<file path="src/rtl/pit_consts.vh">
/*
 Constants for the programmable interval timer: APB register offsets,
 field positions, reset values and clock-rate figures.
 Assumes a 25 MHz system clock.
*/
`ifndef PIT_CONSTS_VH
`define PIT_CONSTS_VH
`define SYS_CLK_HZ 25000000
`define REF_FAST_HZ 2460000
`define REF_SLOW_HZ 153600
`define REF_FAST_DIV ((`SYS_CLK_HZ + `REF_FAST_HZ / 2) / `REF_FAST_HZ)
`define REF_SLOW_DIV ((`SYS_CLK_HZ + `REF_SLOW_HZ / 2) / `REF_SLOW_HZ)
`define OFF_CTRL0 12'h000
`define OFF_CTRL1 12'h004
`define OFF_CTRL2 12'h008
`define OFF_LOAD0 12'h010
`define OFF_LOAD1 12'h014
`define OFF_LOAD2 12'h018
`define OFF_COUNT0 12'h020
`define OFF_COUNT1 12'h024
`define OFF_COUNT2 12'h028
`define OFF_REFSEL 12'h030
`define OFF_SWTRIG 12'h034
`define OFF_STATUS 12'h038
`define OFF_MASK 12'h03c
`define CTRL_MODE_LSB 0
`define CTRL_MODE_MSB 2
`define CTRL_BCD_BIT 3
`define CTRL_EXT_BIT 4
`define CTRL_RESET 5'h00
`define MODE_TC_IRQ 3'h0
`define MODE_ONE_SHOT 3'h1
`define MODE_RATE 3'h2
`define MODE_SQUARE 3'h3
`define MODE_SW_STROBE 3'h4
`define MODE_HW_STROBE 3'h5
`define MODE_EVENT 3'h6
`define LOAD_RESET 16'h0000
`endif

</file>
<file path="src/rtl/pit_counter.v">
/*
 One 16-bit down-counter with seven output functions.
 Assumes tick and gate_rise are one-cycle pulses already
 synchronised to clk_sys.
*/
`timescale 1ns/10ps
`include "pit_consts.vh"
module pit_counter (
  input wire clk_sys,
  input wire rst,
  input wire [2:0] mode,
  input wire bcd,
  input wire [15:0] load_val,
  input wire load_stb,
  input wire sw_trig,
  input wire tick,
  input wire gate_lvl,
  input wire gate_rise,
  output reg [15:0] count_reg,
  output reg out_reg,
  output reg tc_pulse
);
  reg armed_reg;
  reg half_reg;
  reg [15:0] dec;
  reg borrow;
  wire gate_ok;
  wire hw_start;
  wire at_zero;
  integer i;
  assign at_zero = (count_reg == 16'h0000);
  assign gate_ok = (mode == `MODE_EVENT || mode == `MODE_TC_IRQ ||
                    mode == `MODE_RATE || mode == `MODE_SQUARE) ?
                   gate_lvl : 1'b1;
  assign hw_start = (mode == `MODE_ONE_SHOT) ? (gate_rise | sw_trig) :
                    (mode == `MODE_HW_STROBE) ? gate_rise : 1'b0;
  // BCD decrement walks nibbles so 0000 wraps to 9999
  always @* begin
    dec = count_reg - 16'h0001;
    borrow = 1'b1;
    if (bcd) begin
      for (i = 0; i < 4; i = i + 1) begin
        if (!borrow) begin
          dec[i*4 +: 4] = count_reg[i*4 +: 4];
        end else if (count_reg[i*4 +: 4] == 4'h0) begin
          dec[i*4 +: 4] = 4'h9;
        end else begin
          dec[i*4 +: 4] = count_reg[i*4 +: 4] - 4'h1;
          borrow = 1'b0;
        end
      end
    end
  end
  always @(posedge clk_sys or posedge rst) begin
    if (rst) begin
      count_reg <= 16'h0000;
      out_reg <= 1'b1;
      tc_pulse <= 1'b0;
      armed_reg <= 1'b0;
      half_reg <= 1'b0;
    end else begin
      tc_pulse <= 1'b0;
      if (load_stb) begin
        count_reg <= load_val;
        armed_reg <= (mode != `MODE_ONE_SHOT && mode != `MODE_HW_STROBE);
        out_reg <= (mode != `MODE_TC_IRQ);
        half_reg <= 1'b0;
      end else if (hw_start) begin
        count_reg <= load_val; // see RL7 RL11
        armed_reg <= 1'b1;
        out_reg <= (mode != `MODE_ONE_SHOT); // see RL7
      end else if (tick && armed_reg && gate_ok) begin
        count_reg <= dec; // see RL1 RL16
        if (dec == 16'h0000) begin
          tc_pulse <= 1'b1; // see RL6 RL12
          case (mode)
            `MODE_TC_IRQ: begin
              out_reg <= 1'b1;
              armed_reg <= 1'b0;
            end
            `MODE_ONE_SHOT: begin
              out_reg <= 1'b1; // see RL7
              armed_reg <= 1'b0;
            end
            `MODE_RATE: begin
              out_reg <= 1'b0; // see RL8
              count_reg <= load_val;
            end
            `MODE_SQUARE: begin
              count_reg <= load_val;
            end
            `MODE_SW_STROBE, `MODE_HW_STROBE: begin
              out_reg <= 1'b0; // see RL10 RL11
              armed_reg <= 1'b0;
            end
            default: begin
              armed_reg <= armed_reg;
            end
          endcase
        end else begin
          if (mode == `MODE_RATE) begin
            out_reg <= 1'b1;
          end
          if (mode == `MODE_SQUARE) begin
            // Low half begins once the count passes N/2
            out_reg <= (dec >= {1'b0, load_val[15:1]}); // see RL9
          end
        end
      end else if (tick && !armed_reg &&
                   (mode == `MODE_SW_STROBE || mode == `MODE_HW_STROBE)) begin
        out_reg <= 1'b1;
      end
      if (at_zero && half_reg) begin
        half_reg <= 1'b0;
      end
    end
  end
endmodule // pit_counter

</file>
<file path="src/rtl/pit_top.v">
/*
 Three-counter programmable interval timer behind an APB slave.
 Assumes external gate and event pins are asynchronous to clk_sys
 and are synchronised here before use.
*/
// Register access over APB and the register addresses were decided locally.
`timescale 1ns/10ps
`include "pit_consts.vh"
// Functional notes
// RL1: Each counter counts in binary or BCD as its own control bit selects.
// RL2: Counter two drives the serial baud clock output.
// RL3: Counters zero and one have their own outputs, interrupt and gates.
// RL4: Each counter has its own mode field, written without touching others.
// RL5: The live count of every counter reads back while it keeps counting.
// RL6: Interrupt-on-terminal-count raises a request when the count ends.
// RL7: One-shot drops low on a trigger edge or software command, retriggers.
// RL8: Rate generator pulses low one input clock every N input clocks.
// RL9: Square wave is high for the first half of N and low for the rest.
// RL10: Software strobe goes low one clock N counts after a load.
// RL11: Hardware strobe goes low one clock N counts after a gate rise.
// RL12: Event counter counts an external signal and can interrupt after N.
// RL13: There are three independent sixteen-bit counters.
// RL14: The count reference is selectable between 2.46 MHz and 153.6 kHz; the code divides to 2.5 MHz and about 153.4 kHz.
// RL15: Software sets the baud divisor by writing counter two's load word.
// RL16: Counters decrement once per active tick while gated; zero is terminal.
module pit_top (
  input wire clk_sys,
  input wire rst,
  input wire psel,
  input wire penable,
  input wire pwrite,
  input wire [11:0] paddr,
  input wire [31:0] pwdata,
  output reg [31:0] prdata,
  output reg pready,
  output reg pslverr,
  input wire [1:0] gate_pin,
  input wire [1:0] event_pin,
  output reg [1:0] timer_out,
  output reg baud_clk,
  output reg irq
);
  reg [4:0] ctrl_reg [0:2];
  reg [15:0] load_reg [0:2];
  reg [2:0] load_stb_reg;
  reg [2:0] sw_trig_reg;
  reg refsel_reg;
  reg [2:0] status_reg;
  reg [2:0] mask_reg;
  localparam [31:0] FAST_TOP = `REF_FAST_DIV - 1;
  localparam [31:0] SLOW_TOP = `REF_SLOW_DIV - 1;
  reg [7:0] div_reg;
  reg tick_reg;
  reg [1:0] gate_s1_reg;
  reg [1:0] gate_s2_reg;
  reg [1:0] gate_d_reg;
  reg [1:0] ev_s1_reg;
  reg [1:0] ev_s2_reg;
  reg [1:0] ev_d_reg;
  wire [15:0] count_w [0:2];
  wire [2:0] out_w;
  wire [2:0] tc_w;
  wire [2:0] gate_lvl_w;
  wire [2:0] gate_rise_w;
  wire [2:0] tick_w;
  wire wr_en;
  wire rd_en;
  wire [7:0] div_top;
  reg [31:0] rd_mux;
  reg rd_hit;
  reg [2:0] status_next;
  integer k;
  assign wr_en = psel & penable & pwrite;
  assign rd_en = psel & penable & ~pwrite;
  // Rounded divisors: 10 cycles gives 2.5 MHz, 163 gives about 153.4 kHz
  assign div_top = refsel_reg ? SLOW_TOP[7:0] : FAST_TOP[7:0];
  always @(posedge clk_sys or posedge rst) begin
    if (rst) begin
      div_reg <= 8'h00;
      tick_reg <= 1'b0;
    end else begin
      tick_reg <= 1'b0;
      if (div_reg >= div_top) begin
        div_reg <= 8'h00;
        tick_reg <= 1'b1; // see RL14
      end else begin
        div_reg <= div_reg + 8'h01;
      end
    end
  end
  // Two-stage synchronisers; edges only taken from the second stage
  always @(posedge clk_sys or posedge rst) begin
    if (rst) begin
      gate_s1_reg <= 2'h0;
      gate_s2_reg <= 2'h0;
      gate_d_reg <= 2'h0;
      ev_s1_reg <= 2'h0;
      ev_s2_reg <= 2'h0;
      ev_d_reg <= 2'h0;
    end else begin
      gate_s1_reg <= gate_pin;
      gate_s2_reg <= gate_s1_reg;
      gate_d_reg <= gate_s2_reg;
      ev_s1_reg <= event_pin;
      ev_s2_reg <= ev_s1_reg;
      ev_d_reg <= ev_s2_reg;
    end
  end
  genvar g;
  generate
    for (g = 0; g < 3; g = g + 1) begin : chan
      if (g < 2) begin : ext
        // External gates only on the two general counters
        assign gate_lvl_w[g] = gate_s2_reg[g]; // see RL3
        assign gate_rise_w[g] = gate_s2_reg[g] & ~gate_d_reg[g];
        assign tick_w[g] = ctrl_reg[g][`CTRL_EXT_BIT] ?
                           (ev_s2_reg[g] & ~ev_d_reg[g]) : tick_reg; // see RL12
      end else begin : baud
        // Baud counter runs free from the reference; it has no gate pin
        assign gate_lvl_w[g] = 1'b1; // see RL2
        assign gate_rise_w[g] = 1'b0;
        assign tick_w[g] = tick_reg;
      end
      pit_counter u_cnt (
        .clk_sys(clk_sys),
        .rst(rst),
        .mode(ctrl_reg[g][`CTRL_MODE_MSB:`CTRL_MODE_LSB]),
        .bcd(ctrl_reg[g][`CTRL_BCD_BIT]), // see RL1
        .load_val(load_reg[g]),
        .load_stb(load_stb_reg[g]),
        .sw_trig(sw_trig_reg[g]),
        .tick(tick_w[g]),
        .gate_lvl(gate_lvl_w[g]),
        .gate_rise(gate_rise_w[g]),
        .count_reg(count_w[g]),
        .out_reg(out_w[g]),
        .tc_pulse(tc_w[g])
      ); // see RL13
    end
  endgenerate
  always @* begin
    rd_mux = 32'h00000000;
    rd_hit = 1'b1;
    case (paddr)
      `OFF_CTRL0: rd_mux = {27'h0, ctrl_reg[0]};
      `OFF_CTRL1: rd_mux = {27'h0, ctrl_reg[1]};
      `OFF_CTRL2: rd_mux = {27'h0, ctrl_reg[2]};
      `OFF_LOAD0: rd_mux = {16'h0000, load_reg[0]};
      `OFF_LOAD1: rd_mux = {16'h0000, load_reg[1]};
      `OFF_LOAD2: rd_mux = {16'h0000, load_reg[2]};
      `OFF_COUNT0: rd_mux = {16'h0000, count_w[0]}; // see RL5
      `OFF_COUNT1: rd_mux = {16'h0000, count_w[1]}; // see RL5
      `OFF_COUNT2: rd_mux = {16'h0000, count_w[2]}; // see RL5
      `OFF_REFSEL: rd_mux = {31'h0, refsel_reg};
      `OFF_SWTRIG: rd_mux = 32'h00000000;
      `OFF_STATUS: rd_mux = {29'h0, status_reg};
      `OFF_MASK: rd_mux = {29'h0, mask_reg};
      default: rd_hit = 1'b0;
    endcase
  end
  // Set beats clear: a terminal count in the clearing cycle survives
  always @* begin
    status_next = status_reg;
    if (wr_en && paddr == `OFF_STATUS) begin
      status_next = status_reg & ~pwdata[2:0];
    end
    status_next = status_next | tc_w; // see RL6 RL12
  end
  always @(posedge clk_sys or posedge rst) begin
    if (rst) begin
      for (k = 0; k < 3; k = k + 1) begin
        ctrl_reg[k] <= `CTRL_RESET;
        load_reg[k] <= `LOAD_RESET;
      end
      load_stb_reg <= 3'h0;
      sw_trig_reg <= 3'h0;
      refsel_reg <= 1'b0;
      status_reg <= 3'h0;
      mask_reg <= 3'h0;
      prdata <= 32'h00000000;
      pready <= 1'b0;
      pslverr <= 1'b0;
    end else begin
      load_stb_reg <= 3'h0;
      sw_trig_reg <= 3'h0;
      status_reg <= status_next;
      pready <= 1'b0;
      pslverr <= 1'b0;
      // One wait state: answer lands on the second access cycle
      if (psel && penable && !pready) begin
        pready <= 1'b1;
        pslverr <= ~rd_hit;
        prdata <= rd_en ? rd_mux : 32'h00000000;
        if (wr_en) begin
          case (paddr)
            `OFF_CTRL0: ctrl_reg[0] <= pwdata[4:0]; // see RL4
            `OFF_CTRL1: ctrl_reg[1] <= pwdata[4:0]; // see RL4
            `OFF_CTRL2: ctrl_reg[2] <= pwdata[4:0]; // see RL4
            `OFF_LOAD0: begin
              load_reg[0] <= pwdata[15:0];
              load_stb_reg[0] <= 1'b1; // see RL10
            end
            `OFF_LOAD1: begin
              load_reg[1] <= pwdata[15:0];
              load_stb_reg[1] <= 1'b1; // see RL10
            end
            `OFF_LOAD2: begin
              load_reg[2] <= pwdata[15:0]; // see RL15
              load_stb_reg[2] <= 1'b1;
            end
            `OFF_REFSEL: refsel_reg <= pwdata[0]; // see RL14
            `OFF_SWTRIG: sw_trig_reg <= pwdata[2:0]; // see RL7
            `OFF_MASK: mask_reg <= pwdata[2:0];
            default: pslverr <= ~rd_hit;
          endcase
        end
      end
    end
  end
  always @(posedge clk_sys or posedge rst) begin
    if (rst) begin
      timer_out <= 2'h3;
      baud_clk <= 1'b1;
      irq <= 1'b0;
    end else begin
      timer_out <= out_w[1:0]; // see RL3
      baud_clk <= out_w[2]; // see RL2
      irq <= |(status_next & mask_reg); // see RL6
    end
  end
endmodule // pit_top

</file>
<file path="config.mk">
export PLATFORM = sky130hd
export DESIGN_NAME = pit_top
export DESIGN_NICKNAME = d
export VERILOG_FILES = /design/src/rtl/pit_counter.v /design/src/rtl/pit_top.v
export VERILOG_INCLUDE_DIRS = /design/src /design/src/rtl
export SDC_FILE = /design/constraint.sdc
export NUM_CORES = 1
export LEC_CHECK = 0
export ABC_CLOCK_PERIOD_IN_PS = 4950
export BUFFER_PORTS_ARGS = -buffer_cell sky130_fd_sc_hd__buf_2
export CAP_MARGIN = 20
export CORE_MARGIN = 4
export CORE_UTILIZATION = 34
export CTS_CLUSTER_SIZE = 20
export DETAILED_ROUTE_END_ITERATION = 8
export GPL_TIMING_DRIVEN = 0
export MAX_ROUTING_LAYER = met4
export PLACE_DENSITY = 0.51
export SYNTH_ARGS = -nofsm -noshare
export SYNTH_HDL_FRONTEND = slang
export SYNTH_SLANG_ARGS = --single-unit
</file>
<file path="constraint.sdc">
create_clock -name clk_sys -period 4.95 [get_ports clk_sys]
set_clock_uncertainty 0.2 [all_clocks]
set_input_delay 0 -clock clk_sys [delete_from_list [all_inputs] [get_ports clk_sys]]
set_output_delay 0 -clock clk_sys [all_outputs]
set_load 0.03 [all_outputs]
</file>
-- Word-level counts from Yosys, hierarchy flattened
Cells that the tools add are included.
- add/sub/neg operators: 16
- $lt $le $gt $ge: 4
- equality and inequality tests: 41
- mux-type cells: 140
- bitwise logic cells: 19
- reduce and logical (&&, ||, !) cells: 92
- operators with widths (cell ; number):
    $mux 16 ; 18
    $pmux 16 s12 ; 1
    $mux 1 ; 88
    $eq 12x6->1 const B ; 7
    $mux 4 ; 21
    $ge 16x15->1 ; 3
    $logic_not 16->1 ; 3
    $logic_not 4->1 ; 12
    $sub 16x1->16 const B ; 3
    $sub 4x1->4 const B ; 12
    $reduce_and 3->1 ; 14
    $eq 12x5->1 const B ; 3
    $reduce_bool 3->1 ; 12
    $mux 32 ; 1
    $eq 3x3->1 const B ; 8
    $eq 3x2->1 const B ; 6
    $mux 3 ; 6
    $ne 6x3->1 const B ; 3
    $ne 6x5->1 const B ; 3
    $logic_and 1x1->1 ; 17
    $mux 8 ; 2
    $reduce_or 13->1 ; 1
    $eq 12x3->1 const B ; 1
    $eq 12x4->1 const B ; 1
    20 further kinds ; 66
- register bits: 192
- input port bits: 53
- output and inout port bits: 38
- word-level logic and storage cells: 349

-- Depth between registers and ports, before layout
- depth in word-level cells: 15
- depth in mapped cells: 16
- depth with buffers taken out: 15

-- Modules after synthesis
From an unflattened synthesis, not the netlist that was laid out.
- cell total of the unflattened synthesis: 1297
- area, all modules: 12303.0 sq um
- by module, submodules not included (module ; times used ; cells an instance ; area each (sq um)):
    pit_top ; 1 ; 505 ; 5935.7
    pit_counter at chan[1].u_cnt ... ; 2 ; 264 ; 2103.3
    pit_counter at chan[0].u_cnt ; 1 ; 264 ; 2160.8

-- Worst setup path before layout
OpenSTA, ideal clock, no wires.
- path kind: register to register
- start point: register chan[0].u_cnt.count_reg[0]
- end point: register chan[0].u_cnt.count_reg[0]
- data arrival time: 3.271 ns
- required time: 4.625 ns
- slack: 1.354 ns
- cell stages (with the launch flop): 11
- buffers on the path: 0
- clock period less this slack: 3.596 ns
- path through: dfrtp_1 > inv_1 > ha_1 > or4b_2 > nor4_1 > mux2_2 > nand4bb_2 > nor4_4 > a21oi_4 > mux2i_1 > mux2_4
- longest elaborated chain between the ends: 14
- RTL lines (element ; RTL line ; text):
    from (decl) ; pit_counter.v:19 ; output reg [15:0] count_reg,
    from (signal assigned) ; pit_counter.v:64 ; count_reg <= load_val;
    from (signal assigned) ; pit_counter.v:69 ; count_reg <= load_val;
    from (signal assigned) ; pit_counter.v:87 ; count_reg <= load_val;
    $logic_not 4->1 ; pit_counter.v:45 ; end else if (count_reg[i*4 +: 4] == 4'h0) begin
    $mux 1 ; pit_counter.v:45 ;
    $mux 1 ; pit_counter.v:41 ; if (bcd) begin
    $mux 1 ; pit_counter.v:43 ; if (!borrow) begin
    $mux 1 ; pit_counter.v:41 ;
    $mux 1 ; pit_counter.v:43 ;
    $mux 1 ; pit_counter.v:41 ;
    $mux 4 ; pit_counter.v:43 ;
    $mux 16 * ; pit_counter.v:41 ;
    $logic_not 16->1 ; pit_counter.v:74 ; if (dec == 16'h0000) begin
    $mux 16 * ; pit_counter.v:74 ;
    $mux 16 * ; pit_counter.v:72 ; end else if (tick && armed_reg && gate_ok) begin
    $mux 16 * ; pit_counter.v:68 ; end else if (hw_start) begin
    $mux 16 * ; pit_counter.v:63 ; if (load_stb) begin
Every way passes the cells marked *; elsewhere a longest branch is shown, timed or not. The select of a mux whose other input is x is not followed.
A chain may end at the register's enable or synchronous reset.

-- Worst setup path after layout
- start point: register chan[1].u_cnt.count_reg[4]
- end point: register chan[1].u_cnt.out_reg
- longest elaborated chain between the ends: 14
- RTL lines (element ; RTL line ; text):
    from (decl) ; pit_counter.v:19 ;
    from (signal assigned) ; pit_counter.v:64 ;
    from (signal assigned) ; pit_counter.v:69 ;
    from (signal assigned) ; pit_counter.v:87 ;
    $logic_not 4->1 ; pit_counter.v:45 ;
    $mux 1 ; pit_counter.v:45 ;
    $mux 1 ; pit_counter.v:43 ;
    $mux 1 ; pit_counter.v:41 ;
    $mux 1 ; pit_counter.v:43 ;
    $mux 1 ; pit_counter.v:41 ;
    $mux 4 ; pit_counter.v:43 ;
    $mux 16 * ; pit_counter.v:41 ;
    $ge 16x15->1 ; pit_counter.v:106 ; out_reg <= (dec >= {1'b0, load_val[15:1]});
    $mux 1 ; pit_counter.v:104 ; if (mode == `MODE_SQUARE) begin
    $mux 1 ; pit_counter.v:74 ;
    $mux 1 ; pit_counter.v:72 ;
    $mux 1 ; pit_counter.v:68 ;
    $mux 1 ; pit_counter.v:63 ;
    to (signal assigned) ; pit_counter.v:66 ; out_reg <= (mode != `MODE_TC_IRQ);
    to (signal assigned) ; pit_counter.v:71 ; out_reg <= (mode != `MODE_ONE_SHOT);
    to (signal assigned) ; pit_counter.v:106 ;
    to (decl) ; pit_counter.v:20 ; output reg out_reg,
Marks and branches as above.

==> impl_metrics.py <==
metrics = {
    "sta": {
        "rsz0062_at_grt": "false",
        "finalHoldViolCount": 0,
        "final_max_slew_viol_count": 0,
        "relSlewSlack": 0.341,
        "worst_slew_pin_slew_ns": 0.981,
        "setup_viol": 0,
        "finalSetupTns_ns": 0,
        "period_share": 0.936,
        "fmax_mhz": 216,
        "period_minus_slack_ns": 4.64,
    },
    "die": {
        "core_um2": 32500,
        "design.portCount": 91,
        "rows": 66,
        "die_y_um": 189,
        "initial_core_util": 0.343,
        "die_width_um": 189,
        "dieArea_um2": 35700,
    },
    "finish": {
        "nets": 1498,
        "num_antenna_cells": 0,
        "area_delta_synth_final_pct": 18.3,
        "layout-drive-gt1-share": 0.128,
    },
    "logic_synthesis": {
        "seq_area_frac_synth": 0.396,
        "synth_seq_cells": 176,
        "synth_top_cells_by_count": "dfrtp_1, nand2_1, o21ai_0",
        "yosysWarnings": 0,
        "syn_area_um2": 11100,
        "synth_cell_types": 82,
        "netlist_instances": 1250,
        "synthTopCellsByArea": "dfrtp_1, ha_1, nand2_1",
        "synth-edff-count": 0,
        "yosysTopAreaCell": "dfrtp_1",
        "synth_ff_type": "dfrtp_1",
        "synth_top_area_frac": 0.382,
        "post-synth-top-count-cell": "dfrtp_1",
        "avgSynthCellArea_um2": 8.92,
        "async_flop_share": 1.00,
    },
    "routing": {
        "drt.antenna.violating_nets": 0,
        "wirelength_mm": 38.9,
        "post-route-drc-count": 0,
        "vias_per_cell": 5.52,
        "vias": 10200,
        "dr.pass1.iters": 5,
        "drtIter0Drc": 1011,
        "wire_per_inst_um": 21.1,
    },
    "cts": {
        "clkSinkCount": 176,
        "cts-root-buf": "clkbuf_16",
        "cts_setup_buffers": 0,
        "clk_path_buf_depth": 2,
        "cts_inserted_buffers": 17,
        "clk_pin_slew_ns": 0.09,
        "insertion_delay_ns": 0.46,
        "h-tree-depth": 4,
        "cts_tree": "built",
    },
    "setup_path": {
        "cp_common_cell": "clkbuf_1",
        "crit_fanout": 10,
        "cp-end-kind": "register",
        "path_buf_inv": 2,
        "setup.worst_path.start_class": "register",
        "critPathKind": "register to register",
        "arrival_ns": 4.82,
        "cp_slowest_cell": "a2111oi_1",
        "cp_cell_sequence": "clkbuf_1 -> nor4_1 -> clkbuf_1 -> o2111ai_1 -> xnor2_1 -> ha_1 -> and4_1 -> nand3_1 -> nor2_1 -> a2111oi_0 -> o311ai_0 -> a2111oi_1 -> mux2i_1 -> o311a_1",
        "cp.required_ns": 5.14,
        "cpLargestDelayFamily": "compound AO/OA/AOI/OAI gates",
        "cpPeakStageDelay_ns": 0.60,
    },
    "global_routing": {
        "grt_start_max_net_pins": 42,
        "first_global_vias": 9703,
        "antenna_found_initial": 0,
        "overflow": 0,
        "grt.total_usage": 0.223,
        "grt_pass1_wl_mm": 59.6,
    },
    "place": {
        "gp_congestion": 0.981,
        "io_buffers": 56,
        "place_hpwl_mm": 30.0,
    },
    "power_and_ir_drop": {
        "ir_drop_mv": 0.234,
        "pwr-share-seq": 0.448,
        "p_switching_uw": 995,
        "intPower_uw": 2320,
        "pwr-share-comb": 0.117,
        "finalPower_uw": 3320,
        "power.density_nw_per_um2": 251,
        "p_clk_frac": 0.434,
        "sw_frac_of_total": 0.300,
        "leakage_uw": 0.00618,
    },
    "run_status": {
        "outcome": "finished, final reports clean",
    },
    "job": {
        "maxCapViolCount": 0,
    },
    "worst_hold_path": {
        "min_path_type": "input port to register",
    },
}
layer usage:
layer,part of all wire,up-vias,GRT usage
met5,0,-,-
met4,0.011,0,0.0370
met3,0.055,28,0.0336
met2,0.47,320,0.347
met1,0.47,5045,0.315
li1,-,4773,-
worst reg2reg max path, stage by stage (launching register included):
cell       delay, ns
dfrtp_1         0.36
clkbuf_1        0.23
nor4_1          0.44
clkbuf_1        0.41
o2111ai_1       0.23
xnor2_1         0.32
ha_1            0.33
and4_1          0.17
nand3_1         0.13
nor2_1          0.06
a2111oi_0       0.38
o311ai_0        0.27
a2111oi_1       0.60
mux2i_1         0.14
o311a_1         0.31
through the flow:
step	hold WS, ns	utilization	setup WS, ns	cells	area (µm²)
after floorplan	-0.169	-	1.35	1265	11200
after global placement	-0.0909	0.371	0.212	1763	12000
after detailed placement	-0.201	0.374	0.261	1769	12100
after CTS	0.000515	0.406	0.217	1841	13200
after global routing	0.0728	0.406	0.0741	1843	13200
final	0.0132	0.406	0.315	1843	13200
area by class of cell:
type | instances | area [µm²]
Tap cell | 442 | 553
Clock buffer | 17 | 425
Clock inverter | 15 | 206
Sequential cell | 176 | 4410
Buffer | 88 | 428
Inverter | 86 | 327
Multi-Input combinational cell | 915 | 6040
Timing Repair Buffer | 104 | 796
Fill cell | 3275 | 19300
kinds of logic after synthesis:
| kind of cell | after synthesis | synth area share |
|---|---|---|
| flops | 176 | 0.396 |
| buf+inv | 174 | 0.0674 |
| xor+xnor | 22 | 0.0173 |
| other cells | 1 | 0.000336 |
| compound gates | 345 | 0.211 |
| fa+ha+maj | 57 | 0.0640 |
| simple gates | 410 | 0.183 |
| mux | 65 | 0.0616 |
power by group through the flow:
| stage | sequential (µW) | combinational (µW) | clock [µW] |
|---|---|---|---|
| after floorplan | 1510 | 245 | 0 |
| after global placement | 1520 | 350 | 0 |
| after detailed placement | 1520 | 362 | 0 |
| after CTS | 1490 | 387 | 1470 |
| after global routing | 1490 | 430 | 1520 |
| final | 1490 | 389 | 1440 |
repair_timing:
action,in CTS,in global routing
hold buffers,40,0
endpoints found under the hold margin,253,0
setup endpoints to repair,0,1
resized for setup,0,1
cells in the final DEF, fill, tap and decap left out, types with 34 or more instances in the layout:
cell type      instances
nand2_1              155
dlygate4sd3_1         40
mux2i_1               39
a22oi_1               34
a21oi_1               46
clkbuf_1              58
ha_1                  57
buf_2                 62
o21ai_0              113
inv_1                 85
nor2_1                80
dfrtp_1              170
worst paths after layout:
| path | startpoint | endpoint | slack, ns | depth (start not counted) |
|---|---|---|---|---|
| setup reg to reg | chan[1].u_cnt.count_reg[4] | chan[1].u_cnt.out_reg | 0.31 | 14 |
| setup / recovery | chan[1].u_cnt.count_reg[4] | chan[1].u_cnt.out_reg | 0.31 | 14 |
| min in group asynchronous | rst | chan[2].u_cnt.count_reg[11] | 0.46 | 4 |
| hold reg to reg | gate_s1_reg[0] | gate_s2_reg[0] | 0.15 | 0 |
| max in group asynchronous | rst | chan[0].u_cnt.out_reg | 3.24 | 6 |
| hold / removal | paddr[10] | pslverr | 0.01 | 6 |
Power figures use the tool's default switching activity.
